`src/logic/fpes_pkg.sv`:
```
// How it works
// [RULE_01] byte program is two unlock writes, setup command, then address with data
// [RULE_02] device programs and verifies alone, then returns to array read
// [RULE_03] device reports progress by data-poll, toggle and ready/busy signals
// [RULE_04] device ignores command writes while its internal algorithm runs
// [RULE_05] hardware reset ends programming; host repeats sequence afterwards
// [RULE_06] program never turns a 0 into 1; timeout-error bit may rise
// [RULE_07] write buffer holds at most 32 bytes per operation
// [RULE_08] host writes unlocks, buffer-load at sector, then location count minus one
// [RULE_09] device aborts when the location count exceeds the buffer size
// [RULE_10] all pairs sit in one buffer page chosen by address bits 5 upward
// [RULE_11] load counter drops on every load; last data for a location wins
// [RULE_12] after the last load host writes confirm at sector, then polls last address
// [RULE_13] buffer abort shows abort bit 1, inverted data-poll, toggling, no timeout
// [RULE_14] after a buffer abort host writes the three-cycle abort reset
// [RULE_15] program suspend needs no address; device halts within 15 us
// [RULE_16] suspend also accepted while programming inside an erase suspend
// [RULE_17] identifier reads allowed while suspended; exit returns to suspended state
// [RULE_18] program resume restarts programming; poll as in normal programming
// [RULE_19] erase is six writes: unlocks, 80, unlocks, then 10 chip or 30 sector
// [RULE_20] erase pre-programs the whole array to zeros on its own
// [RULE_21] during chip erase commands ignored, reset stops it, status reported
// [RULE_22] identifier read: address 0 gives maker code, address 1 device code
// [RULE_23] a buffered sequence runs at most 37 cycles
// [RULE_24] sector is selected by address bits 22 down to 12
package fpes_pkg;

  localparam int CLK_NS       = 100;
  localparam int WE_NS        = 200;
  localparam int GAP_NS       = 200;
  localparam int ACC_NS       = 300;
  localparam int SUSPEND_NS   = 15000;
  localparam int RST_PULSE_NS = 500;
  localparam int RST_RECOV_NS = 1000;
  localparam int WE_CYC       = (WE_NS + CLK_NS - 1) / CLK_NS;
  localparam int GAP_CYC      = (GAP_NS + CLK_NS - 1) / CLK_NS;
  // two extra cycles for the data synchroniser
  localparam int RD_CYC       = (ACC_NS + CLK_NS - 1) / CLK_NS + 2;
  localparam int SUSPEND_CYC  = (SUSPEND_NS + CLK_NS - 1) / CLK_NS;
  localparam int RST_CYC      = (RST_PULSE_NS + CLK_NS - 1) / CLK_NS;
  localparam int RECOV_CYC    = (RST_RECOV_NS + CLK_NS - 1) / CLK_NS;

  localparam logic [7:0] REG_CTRL = 8'h00;
  localparam logic [7:0] REG_ADDR = 8'h04;
  localparam logic [7:0] REG_DATA = 8'h08;
  localparam logic [7:0] REG_LOAD = 8'h0C;
  localparam logic [7:0] REG_ID   = 8'h10;
  localparam logic [7:0] REG_POLL = 8'h14;

  localparam int ST_BUSY  = 0;
  localparam int ST_DONE  = 1;
  localparam int ST_ABORT = 2;
  localparam int ST_ERROR = 3;
  localparam int ST_SUSP  = 4;
  localparam int ST_RYBY  = 5;
  localparam int LOAD_OFF = 8;

  localparam logic [22:0] UNLOCK_ADDR = 23'h00_0000;
  localparam logic [7:0] CMD_UNLOCK1  = 8'hAA;
  localparam logic [7:0] CMD_UNLOCK2  = 8'h55;
  localparam logic [7:0] CMD_PROG     = 8'hA0;
  localparam logic [7:0] CMD_BUF_LOAD = 8'h25;
  localparam logic [7:0] CMD_BUF_CONF = 8'h29;
  localparam logic [7:0] CMD_RESET    = 8'hF0;
  localparam logic [7:0] CMD_ERASE    = 8'h80;
  localparam logic [7:0] CMD_CHIP     = 8'h10;
  localparam logic [7:0] CMD_SECTOR   = 8'h30;
  localparam logic [7:0] CMD_SUSPEND  = 8'hB0;
  localparam logic [7:0] CMD_RESUME   = 8'h30;
  localparam logic [7:0] CMD_ID       = 8'h90;
  localparam logic [7:0] ERASED       = 8'hFF;

  localparam logic [1:0] K_END = 2'h0;
  localparam logic [1:0] K_WR  = 2'h1;
  localparam logic [1:0] K_RD  = 2'h2;

  typedef enum logic [3:0] {
    OP_NONE = 4'h0, OP_BYTE = 4'h1, OP_BUFFER = 4'h2, OP_CHIP = 4'h3,
    OP_SECTOR = 4'h4, OP_SUSPEND = 4'h5, OP_RESUME = 4'h6, OP_ID = 4'h7,
    OP_ABORT_RST = 4'h8, OP_HWRESET = 4'h9
  } fpes_op_e;

  typedef enum logic [6:0] {
    S_IDLE = 7'h01, S_STEP = 7'h02, S_WR = 7'h04, S_GAP = 7'h08,
    S_RD = 7'h10, S_WAIT = 7'h20, S_RST = 7'h40
  } fpes_state_e;

  typedef struct packed {
    logic [1:0]  kind;
    logic [22:0] a;
    logic [7:0]  d;
  } fpes_step_s;

  typedef struct packed {
    logic [22:0] a;
    logic [7:0]  dq;
    logic        dq_oe_n;
    logic        we_n;
    logic        oe_n;
    logic        ce_n;
    logic        reset_n;
  } fpes_pins_s;

endpackage

```
`src/logic/fpes_host.sv`:
```
// The strobed register port and the placing of the registers were chosen for this implementation.
`timescale 1ns/1ps
module fpes_host
  import fpes_pkg::*;
#(
  parameter int BUF_DEPTH = 32
) (
  input  wire logic        CLK,
  input  wire logic        RST_N,
  input  wire logic        EN,
  input  wire logic [7:0]  ADDR,
  input  wire logic [31:0] WDATA,
  input  wire logic        WR,
  input  wire logic        RD,
  output logic      [31:0] RDATA,
  output logic      [22:0] F_A,
  input  wire logic [7:0]  F_DQ_I,
  output logic      [7:0]  F_DQ_O,
  output logic             F_DQ_OE_N,
  output logic             F_WE_N,
  output logic             F_OE_N,
  output logic             F_CE_N,
  output logic             F_RESET_N,
  input  wire logic        F_READY_BUSY_N
);

  if (BUF_DEPTH < 1 || BUF_DEPTH > 32) begin : g_chk
    $error("BUF_DEPTH must be 1 to 32"); // [RULE_07]
  end

  typedef struct packed {
    fpes_state_e                  state;
    fpes_op_e                     op;
    logic [5:0]                   idx;
    logic [7:0]                   timer;
    logic [22:0]                  addr;
    logic [7:0]                   data;
    logic [BUF_DEPTH-1:0][12:0]   ram;
    logic [5:0]                   cnt;
    logic [22:0]                  poll_a;
    logic [7:0]                   poll_d;
    logic                         polling;
    logic                         poll_buf;
    logic                         q5_seen;
    logic                         done;
    logic                         aborted;
    logic                         failed;
    logic                         suspended;
    logic [7:0]                   id_mfr;
    logic [7:0]                   id_dev;
    logic [7:0]                   last_q;
    fpes_pins_s                   pins;
    logic [31:0]                  rdata;
    logic [7:0]                   dq_s1;
    logic [7:0]                   dq_s2;
    logic                         ry_s1;
    logic                         ry_s2;
  } fpes_regs_s;

  function automatic fpes_regs_s init_regs();
    fpes_regs_s r;
    r              = '0;
    r.state        = S_IDLE;
    r.op           = OP_NONE;
    r.pins.dq_oe_n = 1'b1;
    r.pins.we_n    = 1'b1;
    r.pins.oe_n    = 1'b1;
    r.pins.ce_n    = 1'b1;
    r.pins.reset_n = 1'b1;
    return r;
  endfunction

  localparam fpes_regs_s RST_VAL = init_regs();

  function automatic fpes_step_s mk(logic [1:0] k, logic [22:0] a, logic [7:0] d);
    fpes_step_s s;
    s.kind = k;
    s.a    = a;
    s.d    = d;
    return s;
  endfunction

  function automatic fpes_step_s step_of(fpes_op_e op, logic [5:0] i, logic [22:0] a,
                                         logic [7:0] d, logic [5:0] n, logic [12:0] e);
    fpes_step_s s;
    s = mk(K_END, UNLOCK_ADDR, 8'h00);
    if (op inside {OP_BYTE, OP_BUFFER, OP_CHIP, OP_SECTOR, OP_ABORT_RST, OP_ID}
        && i < 6'd2) begin
      s = mk(K_WR, UNLOCK_ADDR, (i == 6'd0) ? CMD_UNLOCK1 : CMD_UNLOCK2);
    end else begin
      case (op)
        OP_BYTE: begin
          if (i == 6'd2) s = mk(K_WR, UNLOCK_ADDR, CMD_PROG); // [RULE_01]
          if (i == 6'd3) s = mk(K_WR, a, d);                  // [RULE_01]
        end
        OP_BUFFER: begin
          // a holds a sector address, bits 22..12 [RULE_24]
          if (i == 6'd2) s = mk(K_WR, a, CMD_BUF_LOAD);               // [RULE_08]
          else if (i == 6'd3) s = mk(K_WR, a, 8'(n - 6'd1));          // [RULE_08]
          else if (i < n + 6'd4) s = mk(K_WR, {a[22:5], e[12:8]}, e[7:0]); // [RULE_10]
          else if (i == n + 6'd4) s = mk(K_WR, a, CMD_BUF_CONF);      // [RULE_12]
        end
        OP_CHIP, OP_SECTOR: begin
          if (i == 6'd2) s = mk(K_WR, UNLOCK_ADDR, CMD_ERASE);        // [RULE_19]
          if (i == 6'd3) s = mk(K_WR, UNLOCK_ADDR, CMD_UNLOCK1);
          if (i == 6'd4) s = mk(K_WR, UNLOCK_ADDR, CMD_UNLOCK2);
          if (i == 6'd5) s = (op == OP_CHIP) ? mk(K_WR, UNLOCK_ADDR, CMD_CHIP)
                                             : mk(K_WR, a, CMD_SECTOR); // [RULE_19]
        end
        OP_SUSPEND: if (i == 6'd0) s = mk(K_WR, UNLOCK_ADDR, CMD_SUSPEND); // [RULE_15]
        OP_RESUME:  if (i == 6'd0) s = mk(K_WR, UNLOCK_ADDR, CMD_RESUME);  // [RULE_18]
        OP_ABORT_RST: if (i == 6'd2) s = mk(K_WR, UNLOCK_ADDR, CMD_RESET); // [RULE_14]
        OP_ID: begin
          if (i == 6'd2) s = mk(K_WR, UNLOCK_ADDR, CMD_ID);
          if (i == 6'd3) s = mk(K_RD, 23'h00_0000, 8'h00); // [RULE_22]
          if (i == 6'd4) s = mk(K_RD, 23'h00_0001, 8'h00); // [RULE_22]
          // leaving id mode; a suspended program stays suspended [RULE_17]
          if (i == 6'd5) s = mk(K_WR, UNLOCK_ADDR, CMD_RESET);
        end
        default: s = mk(K_END, UNLOCK_ADDR, 8'h00);
      endcase
    end
    return s;
  endfunction

  ////////////////////////////////////////////////////////////////////////////////
  fpes_regs_s st;
  fpes_regs_s next_st;
  fpes_step_s step;
  fpes_op_e   wop;
  logic [7:0] q;
  logic       accept;

  always_comb begin
    step = step_of(st.op, st.idx, st.addr, st.data, st.cnt, st.ram[5'(st.idx - 6'd4)]);
    wop  = fpes_op_e'(WDATA[3:0]);
    q    = st.dq_s2;
    // only suspend or reset may cut into a running algorithm [RULE_04] [RULE_16]
    accept = WR && (ADDR == REG_CTRL) && (wop != OP_NONE) &&
             ((st.state == S_IDLE) ||
              (st.polling && (wop == OP_SUSPEND || wop == OP_HWRESET) &&
               // a poll that ends this cycle keeps its result; the set wins
               !(st.state == S_RD && st.timer == 8'd0)));
    next_st       = st;
    next_st.dq_s1 = F_DQ_I;
    next_st.dq_s2 = st.dq_s1;
    next_st.ry_s1 = F_READY_BUSY_N;
    next_st.ry_s2 = st.ry_s1;
    next_st.rdata = 32'h0000_0000;
    if (RD) begin
      case (ADDR)
        REG_CTRL: begin
          next_st.rdata[ST_BUSY]  = (st.state != S_IDLE);
          next_st.rdata[ST_DONE]  = st.done;
          next_st.rdata[ST_ABORT] = st.aborted;
          next_st.rdata[ST_ERROR] = st.failed;
          next_st.rdata[ST_SUSP]  = st.suspended;
          next_st.rdata[ST_RYBY]  = st.ry_s2; // [RULE_03]
        end
        REG_ADDR: next_st.rdata = {9'h000, st.addr};
        REG_DATA: next_st.rdata = {24'h00_0000, st.data};
        REG_LOAD: next_st.rdata = {26'h000_0000, st.cnt};
        REG_ID:   next_st.rdata = {16'h0000, st.id_dev, st.id_mfr};
        REG_POLL: next_st.rdata = {24'h00_0000, st.last_q};
        default:  next_st.rdata = 32'h0000_0000;
      endcase
    end
    if (WR && st.state == S_IDLE) begin
      if (ADDR == REG_ADDR) next_st.addr = WDATA[22:0];
      if (ADDR == REG_DATA) next_st.data = WDATA[7:0];
      // every load takes a slot, repeats included; extra loads are dropped
      if (ADDR == REG_LOAD && st.cnt < 6'(BUF_DEPTH)) begin // [RULE_11] [RULE_09]
        next_st.ram[5'(st.cnt)] = WDATA[LOAD_OFF+4:0];
        next_st.cnt             = st.cnt + 6'd1;
      end
    end

    case (st.state)
      S_IDLE: next_st.state = S_IDLE;
      S_STEP: begin
        if (st.polling) begin
          next_st.pins.a    = st.poll_a; // [RULE_12]
          next_st.pins.oe_n = 1'b0;
          next_st.timer     = 8'(RD_CYC - 1);
          next_st.state     = S_RD;
        end else if (step.kind == K_WR) begin
          next_st.pins.a       = step.a;
          next_st.pins.dq      = step.d;
          next_st.pins.dq_oe_n = 1'b0;
          next_st.pins.we_n    = 1'b0; // [RULE_01]
          next_st.timer        = 8'(WE_CYC - 1);
          next_st.state        = S_WR;
          if (st.op == OP_BUFFER && st.idx >= 6'd4 && st.idx < st.cnt + 6'd4) begin
            next_st.poll_a = step.a; // [RULE_12]
            next_st.poll_d = step.d;
          end
        end else if (step.kind == K_RD) begin
          next_st.pins.a    = step.a;
          next_st.pins.oe_n = 1'b0;
          next_st.timer     = 8'(RD_CYC - 1);
          next_st.state     = S_RD;
        end else begin
          case (st.op)
            OP_BYTE, OP_BUFFER, OP_CHIP, OP_SECTOR, OP_RESUME: begin
              next_st.polling   = 1'b1; // [RULE_18] [RULE_20] [RULE_21]
              next_st.suspended = 1'b0;
            end
            OP_SUSPEND: begin
              next_st.timer = 8'(SUSPEND_CYC - 1); // [RULE_15]
              next_st.state = S_WAIT;
            end
            default: begin
              next_st.done  = 1'b1;
              next_st.state = S_IDLE;
            end
          endcase
        end
      end
      S_WR: begin
        next_st.timer = st.timer - 8'd1;
        if (st.timer == 8'd0) begin
          next_st.pins.we_n = 1'b1;
          next_st.timer     = 8'(GAP_CYC - 1);
          next_st.state     = S_GAP;
        end
      end
      S_GAP: begin
        next_st.timer = st.timer - 8'd1;
        if (st.timer == 8'd0) begin
          next_st.pins.dq_oe_n = 1'b1;
          next_st.state        = S_STEP;
          if (!st.polling) next_st.idx = st.idx + 6'd1;
        end
      end
      S_RD: begin
        next_st.timer = st.timer - 8'd1;
        if (st.timer == 8'd0) begin
          next_st.pins.oe_n = 1'b1;
          next_st.last_q    = q;
          next_st.timer     = 8'(GAP_CYC - 1);
          next_st.state     = S_GAP;
          if (!st.polling) begin
            if (st.idx == 6'd3) next_st.id_mfr = q; // [RULE_22]
            if (st.idx == 6'd4) next_st.id_dev = q;
          end else begin
            if (q[7] == st.poll_d[7]) begin
              next_st.done = 1'b1; // back in array read [RULE_02]
            end else if (st.poll_buf && q[1]) begin
              next_st.aborted = 1'b1; // [RULE_13]
            end else if (q[5] && st.q5_seen) begin
              next_st.failed = 1'b1; // [RULE_06]
            end else begin
              next_st.q5_seen = st.q5_seen | q[5];
            end
            if (next_st.done || next_st.aborted || next_st.failed) begin
              next_st.polling = 1'b0;
              next_st.state   = S_IDLE;
              if (st.poll_buf) next_st.cnt = 6'd0;
            end
          end
        end
      end
      S_WAIT: begin
        next_st.timer = st.timer - 8'd1;
        if (st.timer == 8'd0) begin
          next_st.done      = 1'b1;
          next_st.suspended = 1'b1; // [RULE_15]
          next_st.state     = S_IDLE;
        end
      end
      S_RST: begin
        next_st.timer = st.timer - 8'd1;
        if (st.timer == 8'd0) begin
          if (!st.pins.reset_n) begin
            next_st.pins.reset_n = 1'b1;
            next_st.timer        = 8'(RECOV_CYC - 1);
          end else begin
            next_st.done  = 1'b1; // caller repeats the interrupted sequence [RULE_05]
            next_st.state = S_IDLE;
          end
        end
      end
      default: next_st = RST_VAL;
    endcase

    if (accept) begin
      next_st.op        = wop;
      next_st.idx       = 6'd0;
      next_st.polling   = 1'b0;
      next_st.q5_seen   = 1'b0;
      next_st.done      = 1'b0;
      next_st.aborted   = 1'b0;
      next_st.failed    = 1'b0;
      next_st.pins.oe_n = 1'b1;
      next_st.state     = S_STEP;
      next_st.poll_buf  = (wop == OP_BUFFER);
      if (wop == OP_BYTE) begin
        next_st.poll_a = st.addr;
        next_st.poll_d = st.data;
      end
      if (wop == OP_CHIP || wop == OP_SECTOR) begin
        next_st.poll_a = st.addr;
        next_st.poll_d = ERASED;
      end
      if (wop == OP_BUFFER && st.cnt == 6'd0) begin
        next_st.failed = 1'b1;
        next_st.state  = S_IDLE;
      end
      if (wop == OP_HWRESET) begin
        next_st.pins.reset_n = 1'b0; // [RULE_05]
        next_st.pins.we_n    = 1'b1;
        next_st.pins.dq_oe_n = 1'b1;
        next_st.suspended    = 1'b0;
        next_st.cnt          = 6'd0;
        next_st.timer        = 8'(RST_CYC - 1);
        next_st.state        = S_RST;
      end
    end
    next_st.pins.ce_n = (next_st.state == S_IDLE) || (next_st.state == S_RST);
  end

  always_ff @(posedge CLK or negedge RST_N) begin
    if (!RST_N) begin
      st <= RST_VAL;
    end else if (EN) begin
      st <= next_st;
    end
  end

  assign RDATA     = st.rdata;
  assign F_A       = st.pins.a;
  assign F_DQ_O    = st.pins.dq;
  assign F_DQ_OE_N = st.pins.dq_oe_n;
  assign F_WE_N    = st.pins.we_n;
  assign F_OE_N    = st.pins.oe_n;
  assign F_CE_N    = st.pins.ce_n;
  assign F_RESET_N = st.pins.reset_n;

  logic wr_buf;
  assign wr_buf = (st.state == S_WR) && (st.op == OP_BUFFER);
endmodule

```
`config.mk`:
```
export PLATFORM = sky130hd
export DESIGN_NAME = fpes_host
export DESIGN_NICKNAME = d
export VERILOG_FILES = /design/src/logic/fpes_pkg.sv /design/src/logic/fpes_host.sv
export SDC_FILE = /design/constraint.sdc
export NUM_CORES = 2
export LEC_CHECK = 0
export ABC_CLOCK_PERIOD_IN_PS = 4200
export CORE_AREA = 2 2 197 296
export CTS_CLUSTER_SIZE = 20
export DETAILED_ROUTE_END_ITERATION = 8
export DIE_AREA = 0 0 199 298
export DONT_BUFFER_PORTS = 1
export HOLD_SLACK_MARGIN = 0.05
export PLACE_DENSITY = 0.68
export SLEW_MARGIN = 20
export SYNTH_ARGS = -nofsm -noshare
export SYNTH_HDL_FRONTEND = slang
export SYNTH_SLANG_ARGS = --single-unit
```
`constraint.sdc`:
```
create_clock -name CLK -period 4.2 [get_ports CLK]
set_input_delay 0.42 -clock CLK [delete_from_list [all_inputs] [get_ports CLK]]
set_output_delay 0.42 -clock CLK [all_outputs]
set_load 0.01 [all_outputs]
```
==> metrics.txt <==
crit share post-route=91.9%; Die Y=298 µm; FF-to-FF End=F_A[18]$_DFFE_PN0P_; slowest stage delay, CP=about 0.91 ns; reg-to-reg critical path startpoint=st[150]$_DFFE_PN0P_; nets=2,755; Mapped Area=between 0.02 and 0.03 mm²; Synth cell types=82; CP Data Required Time=4.66 ns; share of the synthesized area in the top cell type=about half; setup TNS=0 ns; Crit Path Max Fanout=46; arrival time worst endpoint=approximately 4.3 ns; TritonCTS clock tree=done; fmax=259 MHz; number of remaining DRC errors=0; post-synthesis cell count=~2,800; Worst setup EP type=flop; Clk Latency, worst-skew pair=around 0.65 ns; # rows=107; dpl hpwl=66,000 µm; WHS Endpoint=st[602]$_DFFE_PN0P_; hold path cells=2; initial antenna violation count=0; Root Buffer Master=clkbuf_16; Crit Path Class=flop to flop; Design Power=0.0124 W; top_reg_cell synth=dfrtp_1; Worst-Margin Slew=1.16 ns; fin. max-slew vios=0; Worst Slack Setup Final=0.339 ns; Crit-path slowest cell=o21ai_4; Avg WL per Cell=27.8 µm; number of synthesized flops with an enable pin=0; all-layer global routing usage=33.1%; # H-tree levels=2; worst clock skew=0.0442 ns; register bit total from synthesis=610; layout cells sized above 1=13.9%; die area=between 0.05 and 0.06 mm²; R2R depth=11; Multi-input gate area=0.0131 mm²; overall die width=199 µm; Final Instance Area=0.0327 mm²; routed wire length=around 97,000 µm; HP Start=EN; number of global-route vias before repair=23,600; Leakage=13.9 nW; final hold viol count=0; initial DRC count=about 2,400; pre-CTS WS=around 0.39 ns; Startpoint Class=flop; GR Overflow Total=0; worst vdd ir=0.337 mV; crit-path cells=clkinv_1, nor2_1, xnor2_1, ha_1, and3_1, o21a_1, a211o_1, a311o_1, nand2_1, o21ai_4, o21ai_0; total number of yosys warnings=0; Post-CTS Setup Inserts=0; Post-DRT Antenna Nets=0; Post-DP Area=0.0302 mm²; Ports=122; most common cell in the netlist=dfrtp_1; Slew HR=a little under a quarter; core box area=0.0566 mm²; vias=between 20,000 and 25,000; largest net degree at the start of global routing=611; starting density of the core=52.8%; R2R Setup Slk=0.34 ns; RSZ-0062 raised after global routing=no; status=finished clean; clk sinks=610; async set-reset flop share out of synthesis=100%; # fillers=4,767; maximum clock insertion buffer count=3; number of diodes=0; Synth area leader=dfrtp_1; Max-Cap Viols=0; final setup vio count=0; first-pass GRT wire length=147,000 µm; Vias/cell=6.68; syn_area_per_cell=10.8 µm²; drt first pass iters=5; port bufs=0; PwrDens=378 mW/mm²; post-route minimum period=3.86 ns; synth top area cells=dfrtp_1 (51%), mux4_2 (9.7%), o21ai_0 (6.9%); RD Place Congestion=0.952; Area growth syn-to-layout=9.35%; Num CTS Buffers=57; most common library cells after synthesis=dfrtp_1 (604), nand2_1 (439), o21ai_0 (409), a22o_1 (194), mux4_2 (129); Reg clk slew, reported paths=0.07 ns; worst hold path class=input port to flop; FF/Latch Area=0.0153 mm²; final core utilization=57.7%; sequential fraction of the synthesis area=51.1%
## layout make-up
class                   instances  area share (%)
clock inverters                30            1.38
flip-flops and latches        610            46.8
repair buffers                129            3.56
clock buffers                  75            5.01
multi-input cells            1856            40.1
inverters                      26           0.299
well taps                     763            2.92
## power breakdown
part           leakage (nW)  switching [W]  internal [W]
clock                  1.00        0.00241       0.00332
combinational          4.38       0.000478      0.000139
sequential             8.47      0.0000788       0.00593
total                  13.9        0.00297       0.00939
## metal layers
metal | vias up | share of wire [%] | routed length (µm) | global-route usage (%)
met1 | 11800 | 35 | 33600 | 38.7
li1 | 9952 | - | - | -
met5 | - | 0 | 0 | 0
met3 | 337 | 7.5 | 7290 | 6.09
met4 | 0 | 8.5 | 8220 | 24.0
met2 | 1213 | 49 | 47900 | 54.5
## how the worst max path moves through the flow
stage | start | to | slack, ns | cells past startpoint
after floorplan | st[610]$_DFFE_PN0P_ | F_A[16]$_DFFE_PN0P_ | 0.68 | 15
after global placement | st[150]$_DFFE_PN0P_ | F_A[15]$_DFFE_PN0P_ | 0.50 | 11
after detailed placement | st[150]$_DFFE_PN0P_ | F_A[18]$_DFFE_PN0P_ | 0.39 | 11
after CTS | st[150]$_DFFE_PN0P_ | F_A[18]$_DFFE_PN0P_ | 0.38 | 11
after global routing | st[150]$_DFFE_PN0P_ | F_A[20]$_DFFE_PN0P_ | 0.05 | 11
final | st[150]$_DFFE_PN0P_ | F_A[18]$_DFFE_PN0P_ | 0.34 | 11
## registers in the layout (all words and copies together), names as in the netlist
| signal | count |
|---|---|
| F_A | 23 |
| F_CE_N | 1 |
| F_DQ_O | 8 |
| F_DQ_OE_N | 1 |
| F_OE_N | 1 |
| F_RESET_N | 1 |
| F_WE_N | 1 |
| RDATA | 23 |
| q | 8 |
| st | 543 |
## worst max-delay path: cells and delay by family, from the launching register on
family,cells,cell delay [ns]
AOI/OAI and AO/OA,5,1.89
and+or+nand+nor,3,0.76
DFF,1,0.35
adders and majority gates,1,0.32
buffers and inverters,1,0.26
xor gates and xnor gates,1,0.10
## cell families after synthesis
group                    synth area share (%)
XOR/XNOR                                0.528
other                                  0.0126
AND/OR/NAND/NOR                          11.0
multiplexers                             10.7
buffers and inverters                    5.43
adder cells (fa/ha/maj)                 0.879
AO/OA/AOI/OAI                            20.4
flip-flops                               51.1
## timing repair
action / CTS / global route
hold endpoints to repair: 662 / 116
gates resized for setup: 0 / 0
hold buffers: 26 / 2
## through the flow
| step | std cells | hold WS, ns |
|---|---|---|
| final | 3489 | 0.0717 |
| after detailed placement | 3353 | 0.144 |
| after global placement | 3352 | 0.148 |
| after floorplan | 2782 | 0.124 |
| after CTS | 3484 | -0.532 |
| after global routing | 3489 | 0.0786 |
## placed cells by master (no fill, tap or decap), drive strengths merged, types with 8 or more instances in the layout
cell / instances
a21oi: 57
ha: 21
nand4: 8
dlygate4sd3: 26
a32o: 14
nand3b: 8
bufinv: 9
mux4: 129
nand3: 51
clkbuf: 75
buf: 103
inv: 30
nor3: 26
a22o: 194
a21o: 26
nand2b: 13
nor4: 10
nor2b: 14
and2: 9
mux2i: 20
nor3b: 8
and3: 18
nor2: 95
nand2: 439
xnor2: 12
clkinv: 10
o21a: 8
or3: 11
a22oi: 35
o2bb2ai: 36
o41ai: 27
conb: 9
dfrtp: 604
o31ai: 12
a31oi: 10
o21ai: 432
No activity file was read; power rests on OpenSTA's default activity.
